$ cat src/inc/isa_pkg.sv
// package for the indirect store addressing unit: modes, carriers and counts
package isa_pkg;

    // ------------------------------------------------------------
    // widths and timing
    // ------------------------------------------------------------
    localparam int ISA_PTR_W = 16;
    localparam int ISA_DATA_W = 8;
    localparam int ISA_DISP_W = 6;
    localparam int ISA_STORE_CYCLES = 2; // busy cycles of every store form
    localparam logic [ISA_PTR_W-1:0] ISA_PTR_ONE = 16'h0001;
    localparam logic [ISA_PTR_W-1:0] ISA_ADDR_RST = 16'h0000;
    localparam logic [ISA_DATA_W-1:0] ISA_DATA_RST = 8'h00;

    // ------------------------------------------------------------
    // store forms
    // ------------------------------------------------------------
    typedef enum logic [2:0] {
        ISA_PLAIN_Z,
        ISA_POST_INC_Z,
        ISA_PRE_DEC_Z,
        ISA_DISP_Y,
        ISA_DISP_Z
    } isa_mode_e;

    // ------------------------------------------------------------
    // carriers
    // ------------------------------------------------------------
    // one decoded store_indirect_op or store_displacement_op
    typedef struct packed {
        isa_mode_e mode;
        logic [ISA_DATA_W-1:0] source_register;
        logic [ISA_DISP_W-1:0] q;
        logic [ISA_PTR_W-1:0] y_ptr;
        logic [ISA_PTR_W-1:0] z_ptr;
    } isa_req_s;

    // result of address generation
    typedef struct packed {
        logic [ISA_PTR_W-1:0] addr;
        logic [ISA_PTR_W-1:0] ptr_next;
        logic ptr_we;
    } isa_addr_s;

    // data memory write strobe
    typedef struct packed {
        logic we;
        logic [ISA_PTR_W-1:0] addr;
        logic [ISA_DATA_W-1:0] data;
    } isa_mem_s;

endpackage

$ cat src/verilog/isa_addr_gen.sv
// address and pointer update generation for the store forms
`timescale 1ns/1ps
module isa_addr_gen
    import isa_pkg::*;
(
    // decoded store
    input wire isa_req_s i_req,
    // computed address and pointer update
    output isa_addr_s o_addr
);

    logic [ISA_PTR_W-1:0] disp_ext;
    logic [ISA_PTR_W-1:0] z_inc;
    logic [ISA_PTR_W-1:0] z_dec;

    // ------------------------------------------------------------
    // pointer arithmetic, wraps in 16 bits
    // ------------------------------------------------------------
    assign disp_ext = {{(ISA_PTR_W-ISA_DISP_W){1'b0}}, i_req.q}; // unsigned q
    assign z_inc = ISA_PTR_W'(i_req.z_ptr + ISA_PTR_ONE);
    assign z_dec = ISA_PTR_W'(i_req.z_ptr - ISA_PTR_ONE);

    // form select
    always_comb begin
        o_addr.addr = i_req.z_ptr;
        o_addr.ptr_next = i_req.z_ptr;
        o_addr.ptr_we = 1'b0;
        unique case (i_req.mode)
            ISA_PLAIN_Z: begin
                o_addr.addr = i_req.z_ptr; // z kept
            end
            ISA_POST_INC_Z: begin
                o_addr.addr = i_req.z_ptr; // write old z, then bump
                o_addr.ptr_next = z_inc;
                o_addr.ptr_we = 1'b1;
            end
            ISA_PRE_DEC_Z: begin
                o_addr.addr = z_dec; // drop first, then write
                o_addr.ptr_next = z_dec;
                o_addr.ptr_we = 1'b1;
            end
            ISA_DISP_Y: begin
                o_addr.addr = ISA_PTR_W'(i_req.y_ptr + disp_ext);
            end
            ISA_DISP_Z: begin
                o_addr.addr = ISA_PTR_W'(i_req.z_ptr + disp_ext);
            end
            default: begin
                o_addr.ptr_we = 1'b0; // illegal code: plain, no pointer change
            end
        endcase
    end

endmodule

$ cat src/verilog/isa_store_unit.sv
// execution unit for pointer-based stores into data memory
// no store form ever writes the status flags; o_flag_we stays low.
`timescale 1ns/1ps
module isa_store_unit
    import isa_pkg::*;
(
    // clock and reset
    input wire logic i_clk_sys,
    input wire logic i_rst,
    // store request from the decoder
    input wire logic i_valid,
    input wire isa_req_s i_req,
    output logic o_ready,
    // data memory write port
    output isa_mem_s o_mem,
    // z pointer write back to the register file
    output logic o_ptr_we,
    output logic [ISA_PTR_W-1:0] o_ptr_val,
    // status flag write enable, always low for stores
    output logic o_flag_we,
    // completion pulse
    output logic o_done
);

    // ------------------------------------------------------------
    // state
    // ------------------------------------------------------------
    typedef enum logic [1:0] {
        ISA_S_IDLE,
        ISA_S_ADDR,
        ISA_S_WRITE
    } isa_state_e;

    typedef struct packed {
        isa_state_e st;
        logic ready;
        isa_mem_s mem;
        logic ptr_we_pend;
        logic ptr_we;
        logic [ISA_PTR_W-1:0] ptr_val;
        logic flag_we;
        logic done;
    } isa_regs_s;

    localparam isa_regs_s ISA_REGS_RST = '{
        st: ISA_S_IDLE,
        ready: 1'b1,
        mem: '{we: 1'b0, addr: ISA_ADDR_RST, data: ISA_DATA_RST},
        ptr_we_pend: 1'b0,
        ptr_we: 1'b0,
        ptr_val: ISA_ADDR_RST,
        flag_we: 1'b0,
        done: 1'b0
    };

    isa_regs_s r_q;
    isa_regs_s r_d;
    isa_addr_s agen;
    logic accept;

    // ------------------------------------------------------------
    // address generation
    // ------------------------------------------------------------
    isa_addr_gen u_addr_gen (
        .i_req(i_req),
        .o_addr(agen)
    );

    assign accept = i_valid && r_q.ready;

    // ------------------------------------------------------------
    // next state
    // ------------------------------------------------------------
    always_comb begin
        r_d = r_q;
        r_d.done = 1'b0;
        r_d.mem.we = 1'b0;
        r_d.ptr_we = 1'b0;
        r_d.flag_we = 1'b0; // stores never touch flags
        unique case (r_q.st)
            ISA_S_IDLE: begin
                if (accept) begin
                    // first cycle: capture address, data and pointer update
                    r_d.st = ISA_S_ADDR;
                    r_d.ready = 1'b0;
                    r_d.mem.addr = agen.addr;
                    r_d.mem.data = i_req.source_register;
                    r_d.ptr_val = agen.ptr_next;
                    r_d.ptr_we_pend = agen.ptr_we;
                end
            end
            ISA_S_ADDR: begin
                // second cycle: write strobe and pointer write back together
                r_d.st = ISA_S_WRITE;
                r_d.mem.we = 1'b1;
                r_d.ptr_we = r_q.ptr_we_pend;
            end
            ISA_S_WRITE: begin
                r_d.st = ISA_S_IDLE;
                r_d.ready = 1'b1;
                r_d.done = 1'b1;
                r_d.ptr_we_pend = 1'b0;
            end
        endcase
    end

    // register the state
    always_ff @(posedge i_clk_sys) begin
        if (i_rst) begin
            r_q <= ISA_REGS_RST;
        end else begin
            r_q <= r_d;
        end
    end

    // ------------------------------------------------------------
    // outputs straight from the registers
    // ------------------------------------------------------------
    assign o_ready = r_q.ready;
    assign o_mem = r_q.mem;
    assign o_ptr_we = r_q.ptr_we;
    assign o_ptr_val = r_q.ptr_val;
    assign o_flag_we = r_q.flag_we;
    assign o_done = r_q.done;
endmodule
$ cat config.mk
export PLATFORM = sky130hd
export DESIGN_NAME = isa_store_unit
export DESIGN_NICKNAME = d
export VERILOG_FILES = /design/src/inc/isa_pkg.sv /design/src/verilog/isa_addr_gen.sv /design/src/verilog/isa_store_unit.sv
export SDC_FILE = /design/constraint.sdc
export NUM_CORES = 1
export LEC_CHECK = 0
export ABC_AREA = 1
export ABC_CLOCK_PERIOD_IN_PS = 2700
export BUFFER_PORTS_ARGS = -buffer_cell sky130_fd_sc_hd__buf_2
export CORE_MARGIN = 3
export CORE_UTILIZATION = 49
export DETAILED_ROUTE_END_ITERATION = 10
export HOLD_SLACK_MARGIN = 0.08
export PLACE_DENSITY_LB_ADDON = 0.3
export SLEW_MARGIN = 20
export SYNTH_ARGS = -nofsm -noshare
export SYNTH_HDL_FRONTEND = slang
export SYNTH_SLANG_ARGS = --single-unit
$ cat constraint.sdc
create_clock -name i_clk_sys -period 2.7 [get_ports i_clk_sys]
set_input_delay 0.405 -clock i_clk_sys [delete_from_list [all_inputs] [get_ports i_clk_sys]]
set_output_delay 0.405 -clock i_clk_sys [all_outputs]
set_load 0.02 [all_outputs]
# [Word-level counts from Yosys, hierarchy flattened]
# Index checks and enable logic that the tools add are counted.
[totals] ff_bits=48 latchBits=0 ram_bits=0 romBits=0 in_bits=52 out_inout_bits=45 elab_cells=39 memories=0
[classes] addsub=4 n_mul=0 n_div=0 n_lt_le_gt_ge=0 n_eq_ne=7 shift=0 muxes=10 bitwise_logic=1 reduce_logical=7
[ops] operator="$pmux 16 s3" n=1
[ops] operator="$add 16x6->16" n=2
[ops] operator="$pmux 16 s2" n=1
[ops] operator="$add 16x1->16 const B" n=1
[ops] operator="$sub 16x1->16 const B" n=1
[ops] operator="$eq 3x2->1 const B" n=2
[ops] operator="$pmux 2 s3" n=1
[ops] operator="$mux 1" n=4
[ops] operator="$pmux 1 s2" n=2
[ops] operator="$reduce_and 2->1" n=2
[ops] operator="$reduce_or 2->1" n=2
[ops] operator="$eq 3x1->1 const B" n=1
[ops] operator="$eq 3x3->1 const B" n=1
[ops] operator="$mux 3" n=1
[ops] operator="$eq 2x1->1 const B" n=1
[ops] operator="$eq 2x2->1 const B" n=1
[ops] operator="$logic_not 2->1" n=1
[ops] operator="$ne 2x2->1 const B" n=1
[ops] operator="$reduce_bool 2->1" n=1
[ops] operator="$logic_and 1x1->1" n=1
[ops] operator="$not 1->1" n=1

# [Logic depth before layout (Yosys ltp)]
# Gate-level depths: netlist (run 1).
[logic_depth] depth_word=5 mapped_depth=18

# [Cells and area by module]
# From an unflattened synthesis (run 1), not the netlist that was laid out.
[unflattened] hier_cells=736 hier_area_um2=4441.8
[modules_own_cells] mod="isa_store_unit" n_inst=1 cells_each=339 area_per_inst_um2=2298.5
[modules_own_cells] mod="isa_addr_gen" n_inst=1 cells_each=397 area_per_inst_um2=2143.3

# [Worst setup path before layout (run 1)]
# OpenSTA, ideal clock, no wires.
[synth_path] path_kind="in2reg" from="input i_req[46] (netlist name)" to="register r_q (netlist bit o_mem[20])" t_arrival_ns=2.510 required_time_ns=2.630 setup_slack_ns=0.120 cell_stages=17 n_path_buf=2 cell_sequence="nor2_4 nand2_4 buf_12 clkbuf_1 o21ai_0 ha_1 inv_1 fa_1 inv_1 nand2_1 nand3_1 nand2_4 nor2_8 nand3_1 nand2_1 nand3_1 a21oi_1"
[synth_between] elab_chain_cells=2 word_cells_on_any_way=4
[synth_rtl] element="from (decl)" line_no="isa_store_unit.sv:12" rtl="input wire isa_req_s i_req,"
[synth_rtl] element="$eq 3x3->1 / $eq 3x2->1 (equally long branches)" line_no="isa_addr_gen.sv:28" rtl="unique case (i_req.mode)"
[synth_rtl] element="$pmux 16 s3 (*)" line_no="isa_addr_gen.sv:28"
[synth_rtl] element="to (signal assigned)" line_no="isa_store_unit.sv:112" rtl="r_q <= r_d;"
[synth_rtl] element="to (decl)" line_no="isa_store_unit.sv:56" rtl="isa_regs_s r_q;"
# Every way passes the cells marked *; elsewhere a longest branch is shown, timed or not.
# A chain may end at the register's enable or synchronous reset.

# [Worst setup path in the final report (run 1)]
[layout_path] from="input i_req[48] (netlist name)" to="register r_q (netlist bit o_mem[22])"
# Same word-level chain as after synthesis.

==> results of run 1 <==
## power by group through the flow
stage | clock [W] | combinational [W] | sequential (W)
global placement | 0 | 0.00135 | 0.00104
detailed placement | 0 | 0.00137 | 0.00104
finish | 0.000550 | 0.00136 | 0.00103
CTS | 0.000555 | 0.00137 | 0.00103
floorplan | 0 | 0.00120 | 0.00103
global route | 0.000574 | 0.00152 | 0.00106
## worst paths after layout
path                                        startpoint                   endpoint  slack, ns  depth (start not counted)
worst max-delay path                         i_req[48]     o_mem[22]$_SDFFE_PP0P_       0.34                         15
worst min-delay path                         i_req[45]      o_mem[7]$_SDFFE_PP0P_       0.32                          3
worst max register to register    r_q[46]$_SDFFE_PP0P_  o_ptr_val[0]$_SDFFE_PP0P_       0.48                          8
worst min register to register  o_mem[13]$_SDFFE_PP0P_     o_mem[13]$_SDFFE_PP0P_       0.48                          2
## layout by cell type, fill, tap and decap left out, types with 2 or more instances in the layout
master / netlist / final
a21oi_1: 38 / 38
a21oi_2: 2 / 2
nand3b_1: 3 / 3
o22ai_1: 2 / 2
o21bai_1: 2 / 2
inv_2: 7 / 7
clkbuf_8: 3 / 5
a41oi_1: 4 / 4
or2_2: 3 / 3
nand3_1: 56 / 56
nand2_1: 98 / 98
dfxtp_1: 47 / 47
nor2_4: 2 / 3
inv_1: 58 / 58
a31oi_1: 9 / 9
nor2_2: 6 / 6
buf_4: 42 / 4
nor3_1: 5 / 5
o211ai_1: 7 / 7
nand4_1: 8 / 8
a211oi_1: 2 / 2
nand2_4: 9 / 9
nor2_1: 60 / 59
ha_1: 11 / 11
o21ai_1: 8 / 8
o21ai_0: 59 / 59
nand2_2: 7 / 7
buf_2: 3 / 95
## layer usage
layer  share of wire [%]  vias up
met5                   0        -
met4                 1.8        0
met3                 6.5       19
met2                  48      141
met1                  44     1788
li1                    -     1998
## worst min-delay path: stages
cell and delay [ns]:
buf_2 0.07, nor2_1 0.03, nor2_1 0.08
## stage by stage
stage	util [%]	power, W
floorplan	-	0.002230
global placement	54.22	0.002387
detailed placement	54.22	0.002406
CTS	55.76	0.002955
global route	55.76	0.003153
finish	55.76	0.002941
## cell families (layout without fill, tap and decap cells)
kind of cell	count (synthesis)	after routing	share of synthesized area, %
and+or+nand+nor	262	262	32.68
buffers and inverters	131	174	18.57
xor gates and xnor gates	2	2	0.4554
DFF	47	47	24.46
AOI/OAI and AO/OA	136	136	19.64
adders and majority gates	12	12	4.098
other	1	1	0.09747
## sequential cells by signal, summed over array words and instances (netlist names)
register   flops
o_ptr_val     16
o_done         1
r_q            3
o_ptr_we       1
o_mem         25
o_ready        1
## layout make-up
type	count	area (um2)
fill	789	3294
clock inverter	3	46.29
clock buffer	5	68.82
timing repair buffer	100	525.5
inverter	66	247.7
tap	99	123.9
multi-input combinational	413	2200
sequential	47	940.9
==> summary by stage, run 1 <==
Synthesis
The synthesized flop and latch total is 47. The netlist uses 45 different library cells. The post-synth net total is 655. The share of synthesized area in the top cell type comes to 24.46%. After synthesis, the mean cell area works out to 6.510 um2. The synthesis warning total is 0. Among all cell types in the netlist, the one instantiated most often is nand2_1.

The number of enable flip-flop cells after synthesis is 0. The most used flip-flop cell after synthesis is dfxtp_1. In this run the cell area of the synthesized design comes to 3847 um2. The async set-reset flop share out of synthesis is 0%. By area the synthesized netlist is led by dfxtp_1 (24%), nand2_1 (9.6%), buf_4 (8.2%). Synthesis produced 591 cells. The biggest area contributor in the post-synthesis netlist is dfxtp_1.

The commonest cells after synthesis are nand2_1 (98), nor2_1 (60), o21ai_0 (59). Summing the sequential cell areas from Yosys gives 24.46% of the chip area.

Pwr
Of the total power, the clock network draws 18.7%. For this design the ratio of total power to cell area is 708.2 nW/um2. VDD sags by at most 0.3598 mV. The analysis attributes to cell leakage a power of 2.076 nW. The part of the total power dissipated in sequential elements is 35.0%. The internal portion of the total power is 0.001651 W. Net switching is 43.86% of the power.

In this run the power spent charging and discharging nets is 0.001290 W. The combinational cell fraction of total power is 46.4%.

Global routing
The total overflow left after global routing is 0. The via count of the first global-routing pass was 3666. The maximum number of pins on one net before global-route repair is 42. The global router's overall resource usage is 23.31%. The initial antenna violation count was 0. The global-route layer with the greatest usage is met2.

The first global-routing pass estimated 16860 um of wire. Global routing consumed, on the met3 layer, 2.869% of the routing resources. In the global route stage, met2 resource usage came out at 40.58%.

The routing usage on met1 is 30.13%.

Clock network
The number of buffers added to fix hold violations after cts is 0. TritonCTS built the clock tree. The tree is rooted in a clkbuf_8.

The clock insertion delay at the later pin of the skew report is 0.31 ns. In this run the post-CTS setup repair buffer count came out at 0. The total CTS buffers is 5. The number of levels the H-tree was split into is 2. The clock-pin slew on the worst setup and hold paths is 0.09 ns. Gates resized during post-CTS repair numbered 0. The clock tree buffer depth is 2. The TritonCTS sink count is 47.

Drt
The via count is 3946. The count of unresolved DRC violations after routing is 0. Dividing the detail-routed via count by the number of cells gives 5.383. The average wire length per cell after detail routing is 14.11 um.

The number of iterations in the first detailed-routing pass is 5. The DRC violation total after the first TritonRoute iteration is 274. The total length of routed wires is 10340 um. The detail route stage leaves a number of antenna-violating nets equal to 0.

Place
The number of port buffers is 95. The final HPWL from detailed placement is 7958 um. The worst slack after detailed placement is 0.06142 ns.

The global placement routability congestion is 0.9039. In this run, placement finished with an instance count of 725. The area of placed instances is 4038 um2.

Setup path
On the worst path, the slowest cell contributes a delay of 0.42 ns. On the critical path, the stage with the largest delay is an instance of fa_1. The worst path buffer plus inverter count is 3. STA classifies the critical path startpoint as an input pin. Traced cell by cell, the critical path runs through buf_2 -> nand2_4 -> o21ai_0 -> ha_1 -> inv_1 -> fa_1 -> inv_1 -> nand2_1 -> nand3_1 -> nand2_4 -> nor2_8 -> nand3_1 -> nand2_1 -> nand3_1 -> a21oi_1. The path type of the worst setup path is input pin to flip-flop.

The arrival time at the worst endpoint is 2.60 ns. The endpoint required time on the critical path is 2.94 ns. The gate family responsible for the most delay along the worst path is simple AND/OR/NAND/NOR gates. The maximum fanout along the worst path is 15.

STA classifies the critical path endpoint as a flip-flop. The dominant cell type by count on the critical path is nand3_1.

Floorplan
After floorplanning, the core was divided into 31 placement rows. The I/O pin total is 97. The floorplan step defined a die boundary enclosing 8951 um2.

The die width is 94.61 um. The initial utilization of the core area, before any placement, comes to 51.66%. The die is 94.61 um tall.

The floorplan step defined a core boundary enclosing 7447 um2.

Cells and area
The number of antenna diodes in the final layout is 0. The post-route netlist has 23.50% of its cells at a drive strength greater than 1. The final layout contains 697 nets. The growth of design area from synthesis to finish is 7.935%.

Leaving out filler cells and counting taps, the final layout contains 733. The post-layout instance area is 4153 um2.

Timing
The worst-margin pin slew is 0.5332 ns. The final setup TNS is 0 ns. Setup repair after global routing left no endpoint under its margin. The count of endpoints failing hold in the final timing report came to 0.

In this run the tightest slew margin relative to its limit is 64.23%. The final worst-path cycle share is 87.31%. The max-slew violation count was 0.

Between clock sinks in the finished design, the worst skew comes to 0.01232 ns. Setup violations remaining at the end of the flow were counted as 0. For this run, the top clock speed supported by timing is 424.2 MHz. In the post-route analysis, the smallest setup slack over all paths is 0.3426 ns.

Subtracting the final worst setup slack from the clock period gives 2.357 ns. The tightest hold path in the finished design has a slack of 0.3158 ns.

Run
The max capacitance violation total is 0.

Run status
The run finished with clean final reports.

Hold path
The type of the tightest min-delay check is input pin to flip-flop.
No activity file was read; power rests on OpenSTA's default activity.
==> run 2: changes to the inputs <==
==> constraint.sdc (replaced) <==
create_clock -name i_clk_sys -period 2.7 [get_ports i_clk_sys]
set_input_delay 0.135 -clock i_clk_sys [delete_from_list [all_inputs] [get_ports i_clk_sys]]
set_output_delay 0.135 -clock i_clk_sys [all_outputs]
set_load 0.02 [all_outputs]
==> summary by stage, run 2 (synthesis gave the netlist of run 1 again) <==
Drt
The total length of routed wires is 10310 um (-0.27%). The DRC violation total after the first TritonRoute iteration is 274 (unchanged). The via count is 3937 (-0.23%).

The number of antenna-violating nets in the routed design is 0 (unchanged). The average wire length per cell after detail routing is 13.90 um (-1.5%). The count of unresolved DRC violations after routing was 0 (unchanged). The mean number of vias per cell is 5.306 (-1.4%). The number of iterations in the first detailed-routing pass is 5 (unchanged).

Setup path
The arrival time at the worst endpoint is 2.64 ns (+0.04 ns). The depth of the worst register-to-register path is 7 (-1). The type of element capturing the critical path is a flip-flop. The reg-to-reg startpoint is r_q[46]$_SDFFE_PP0P_. STA classifies the critical path startpoint as an input pin. The maximum fanout along the worst path is 6 (-9). The path type of the worst setup path is input pin to flip-flop.

The endpoint required time on the critical path is 2.94 ns (about the same). The slack of the worst reg-to-reg path is 0.79 ns (+0.31 ns). The endpoint of the worst register-to-register path is o_mem[11]$_SDFFE_PP0P_.

Cells and area
The library cell used most frequently in the layout, excluding fill and tap cells, is nand2_1. The share of post-route cells with drive strength above 1 is 23.02% (-0.48 points). The layout net count is 706 (+1.3%). The count of fill cells added during filler insertion is 762 (-3.4%).

The growth of design area from synthesis to finish is 10.34%. The total inserted antenna cells was 0 (unchanged). In the layout the commonest cells are nand2_1 (98), buf_2 (95), o21ai_0 (59), nor2_1 (59), inv_1 (58).

The number of flip-flops in the largest register is 25 (unchanged).

Clock network
The clock tree buffer depth was 2 (unchanged). The TritonCTS sink count came to 47 (unchanged). The clock insertion delay at the later pin of the skew report is 0.31 ns (about the same). The number of setup buffers added after CTS was 0 (unchanged). The cell sitting at the root of the clock tree is a clkbuf_8. The total CTS buffers is 5 (unchanged).

TritonCTS built the clock tree. The clock-pin slew on the worst setup and hold paths is 0.10 ns (about the same). The post-cts resize count was 0 (unchanged).

The number of levels the H-tree was split into is 2 (unchanged).

Place
The final HPWL from detailed placement is 7980 um (+0.28%). The global placement routability congestion is 0.9145 (+1.2%). The number of port buffers is 95 (unchanged). The worst slack after detailed placement is 0.2876 ns (+0.2262 ns).

Floorplan
The die outline area is 8951 um2 (unchanged). The die width is 94.61 um (unchanged). The starting density of the core is 51.66% (unchanged). The number of placement rows is 31 (unchanged).

The I/O pin total is 97 (unchanged). The core area is 7447 um2 (unchanged). The vertical extent of the die is 94.61 um (unchanged).

Timing
The max-slew violation count is 0 (unchanged). The highest clock frequency the design can meet was 416.1 MHz (-1.9%). The final worst-path setup slack is 0.2966 ns (-0.04602 ns). The minimum clock period after layout came to 2.403 ns (+0.04602 ns). The final setup TNS is 0 ns (unchanged).

The worst slew margin relative to its limit came to 53.74% (-10 points). The worst-margin pin slew is 0.6932 ns (+0.1600 ns). The final setup violation count is 0 (unchanged). The count of endpoints failing hold in the final timing report is 0 (unchanged). Setup repair after global routing left no endpoint under its margin. The final worst-path cycle share is 89.02% (+1.7 points). The setup skew after layout is 0.006907 ns (-0.005409 ns).

Hold path
The worst hold path terminates at o_mem[9]$_SDFFE_PP0P_. The depth of the worst hold-timing path came to 3 (unchanged). In this run the most critical hold path is launched from i_req[1].

The min-delay analysis places its worst path in the category input pin to flip-flop.

Global routing
The maximum number of pins on one net before global-route repair came to 58 (+38%). The global-route wire length before repair came to 16880 um (+0.12%). The total congestion overflow is 0 (unchanged).

The via count of the first global-routing pass is 3636 (-0.82%). The global router's overall resource usage was 23.35% (+0.040 points). The initial antenna violation count is 0 (unchanged).

Run
The max capacitance violation total is 0 (unchanged).

Pwr
The peak supply drop is 0.3692 mV (+2.6%). The leakage dissipation was 2.112 nW (+1.8%). The cell area power density is 693.7 nW/um2 (-2.0%).

Run status
The run finished with clean final reports.
run 2: changes by cell type in the layout (fill, tap and decap cells not counted), sizes merged:
| cell | delta |
|---|---|
| dlygate4sd3 | +10 |
| buf | -1 |
run 2: layout make-up:
class | count | area [um2] | share of cell area (%)
multi-input cells | 413 | 2200 | 51.81
flip-flops and latches | 47 | 940.9 | 22.16
repair buffers | 109 | 618.1 | 14.56
inverters | 66 | 247.7 | 5.836
well taps | 99 | 123.9 | 2.918
clock buffers | 5 | 68.82 | 1.621
clock inverters | 3 | 46.29 | 1.090
run 2: per-stage QoR:
| stage | instances | utilization (%) | area (um2) | total power (W) | hold slack [ns] |
|---|---|---|---|---|---|
| finish | 742 | 57.01 | 4245 | 0.002945 | 0.1234 |
| floorplan | 591 | - | 3847 | 0.002230 | 0.2041 |
| global route | 742 | 57.01 | 4245 | 0.003148 | 0.1199 |
| CTS | 742 | 57.01 | 4245 | 0.002961 | 0.1142 |
| detailed placement | 724 | 54.12 | 4030 | 0.002411 | 0.3697 |
| global placement | 724 | 54.12 | 4030 | 0.002389 | 0.3577 |
run 2: worst max-delay path: stages:
cell           delay (ns)
dlygate4sd3_1        0.52
buf_2                0.16
inv_1                0.12
o21ai_0              0.21
ha_1                 0.20
inv_1                0.05
fa_1                 0.41
inv_1                0.07
nand2_1              0.05
nand3_1              0.15
nand2_4              0.11
nor2_8               0.13
nand3_1              0.08
nand2_1              0.06
nand3_1              0.06
a21oi_1              0.13
run 2: worst max-delay path by stage:
stage,depth (start not counted),startpoint,slack (ns),end
floorplan,17,i_req[46],0.39,o_mem[20]$_SDFFE_PP0P_
global placement,16,i_req[46],0.41,o_mem[22]$_SDFFE_PP0P_
detailed placement,16,i_req[46],0.29,o_mem[20]$_SDFFE_PP0P_
CTS,16,i_req[0],0.31,o_mem[20]$_SDFFE_PP0P_
global route,16,i_req[0],0.07,o_mem[20]$_SDFFE_PP0P_
finish,16,i_req[0],0.30,o_mem[20]$_SDFFE_PP0P_
run 2: layer usage:
| layer | wire length, um | vias to the layer above | GRT usage (%) |
|---|---|---|---|
| met5 | 0 | - | 0 |
| met4 | 152 | 0 | 6.490 |
| met3 | 621 | 11 | 3.665 |
| met2 | 4950 | 136 | 40.05 |
| met1 | 4590 | 1771 | 30.27 |
| li1 | - | 2019 | - |
run 2: power breakdown:
group          leakage (nW)  switching (W)  internal, W
clock                0.0548       0.000256     0.000279
sequential            0.387       0.000110     0.000921
combinational          1.67       0.000920     0.000460
run 2: timing repair:
item / in CTS / in global routing
hold buffers: 10 / 0
hold endpoints to repair: 13 / 0
endpoints found under the setup margin: 0 / 0
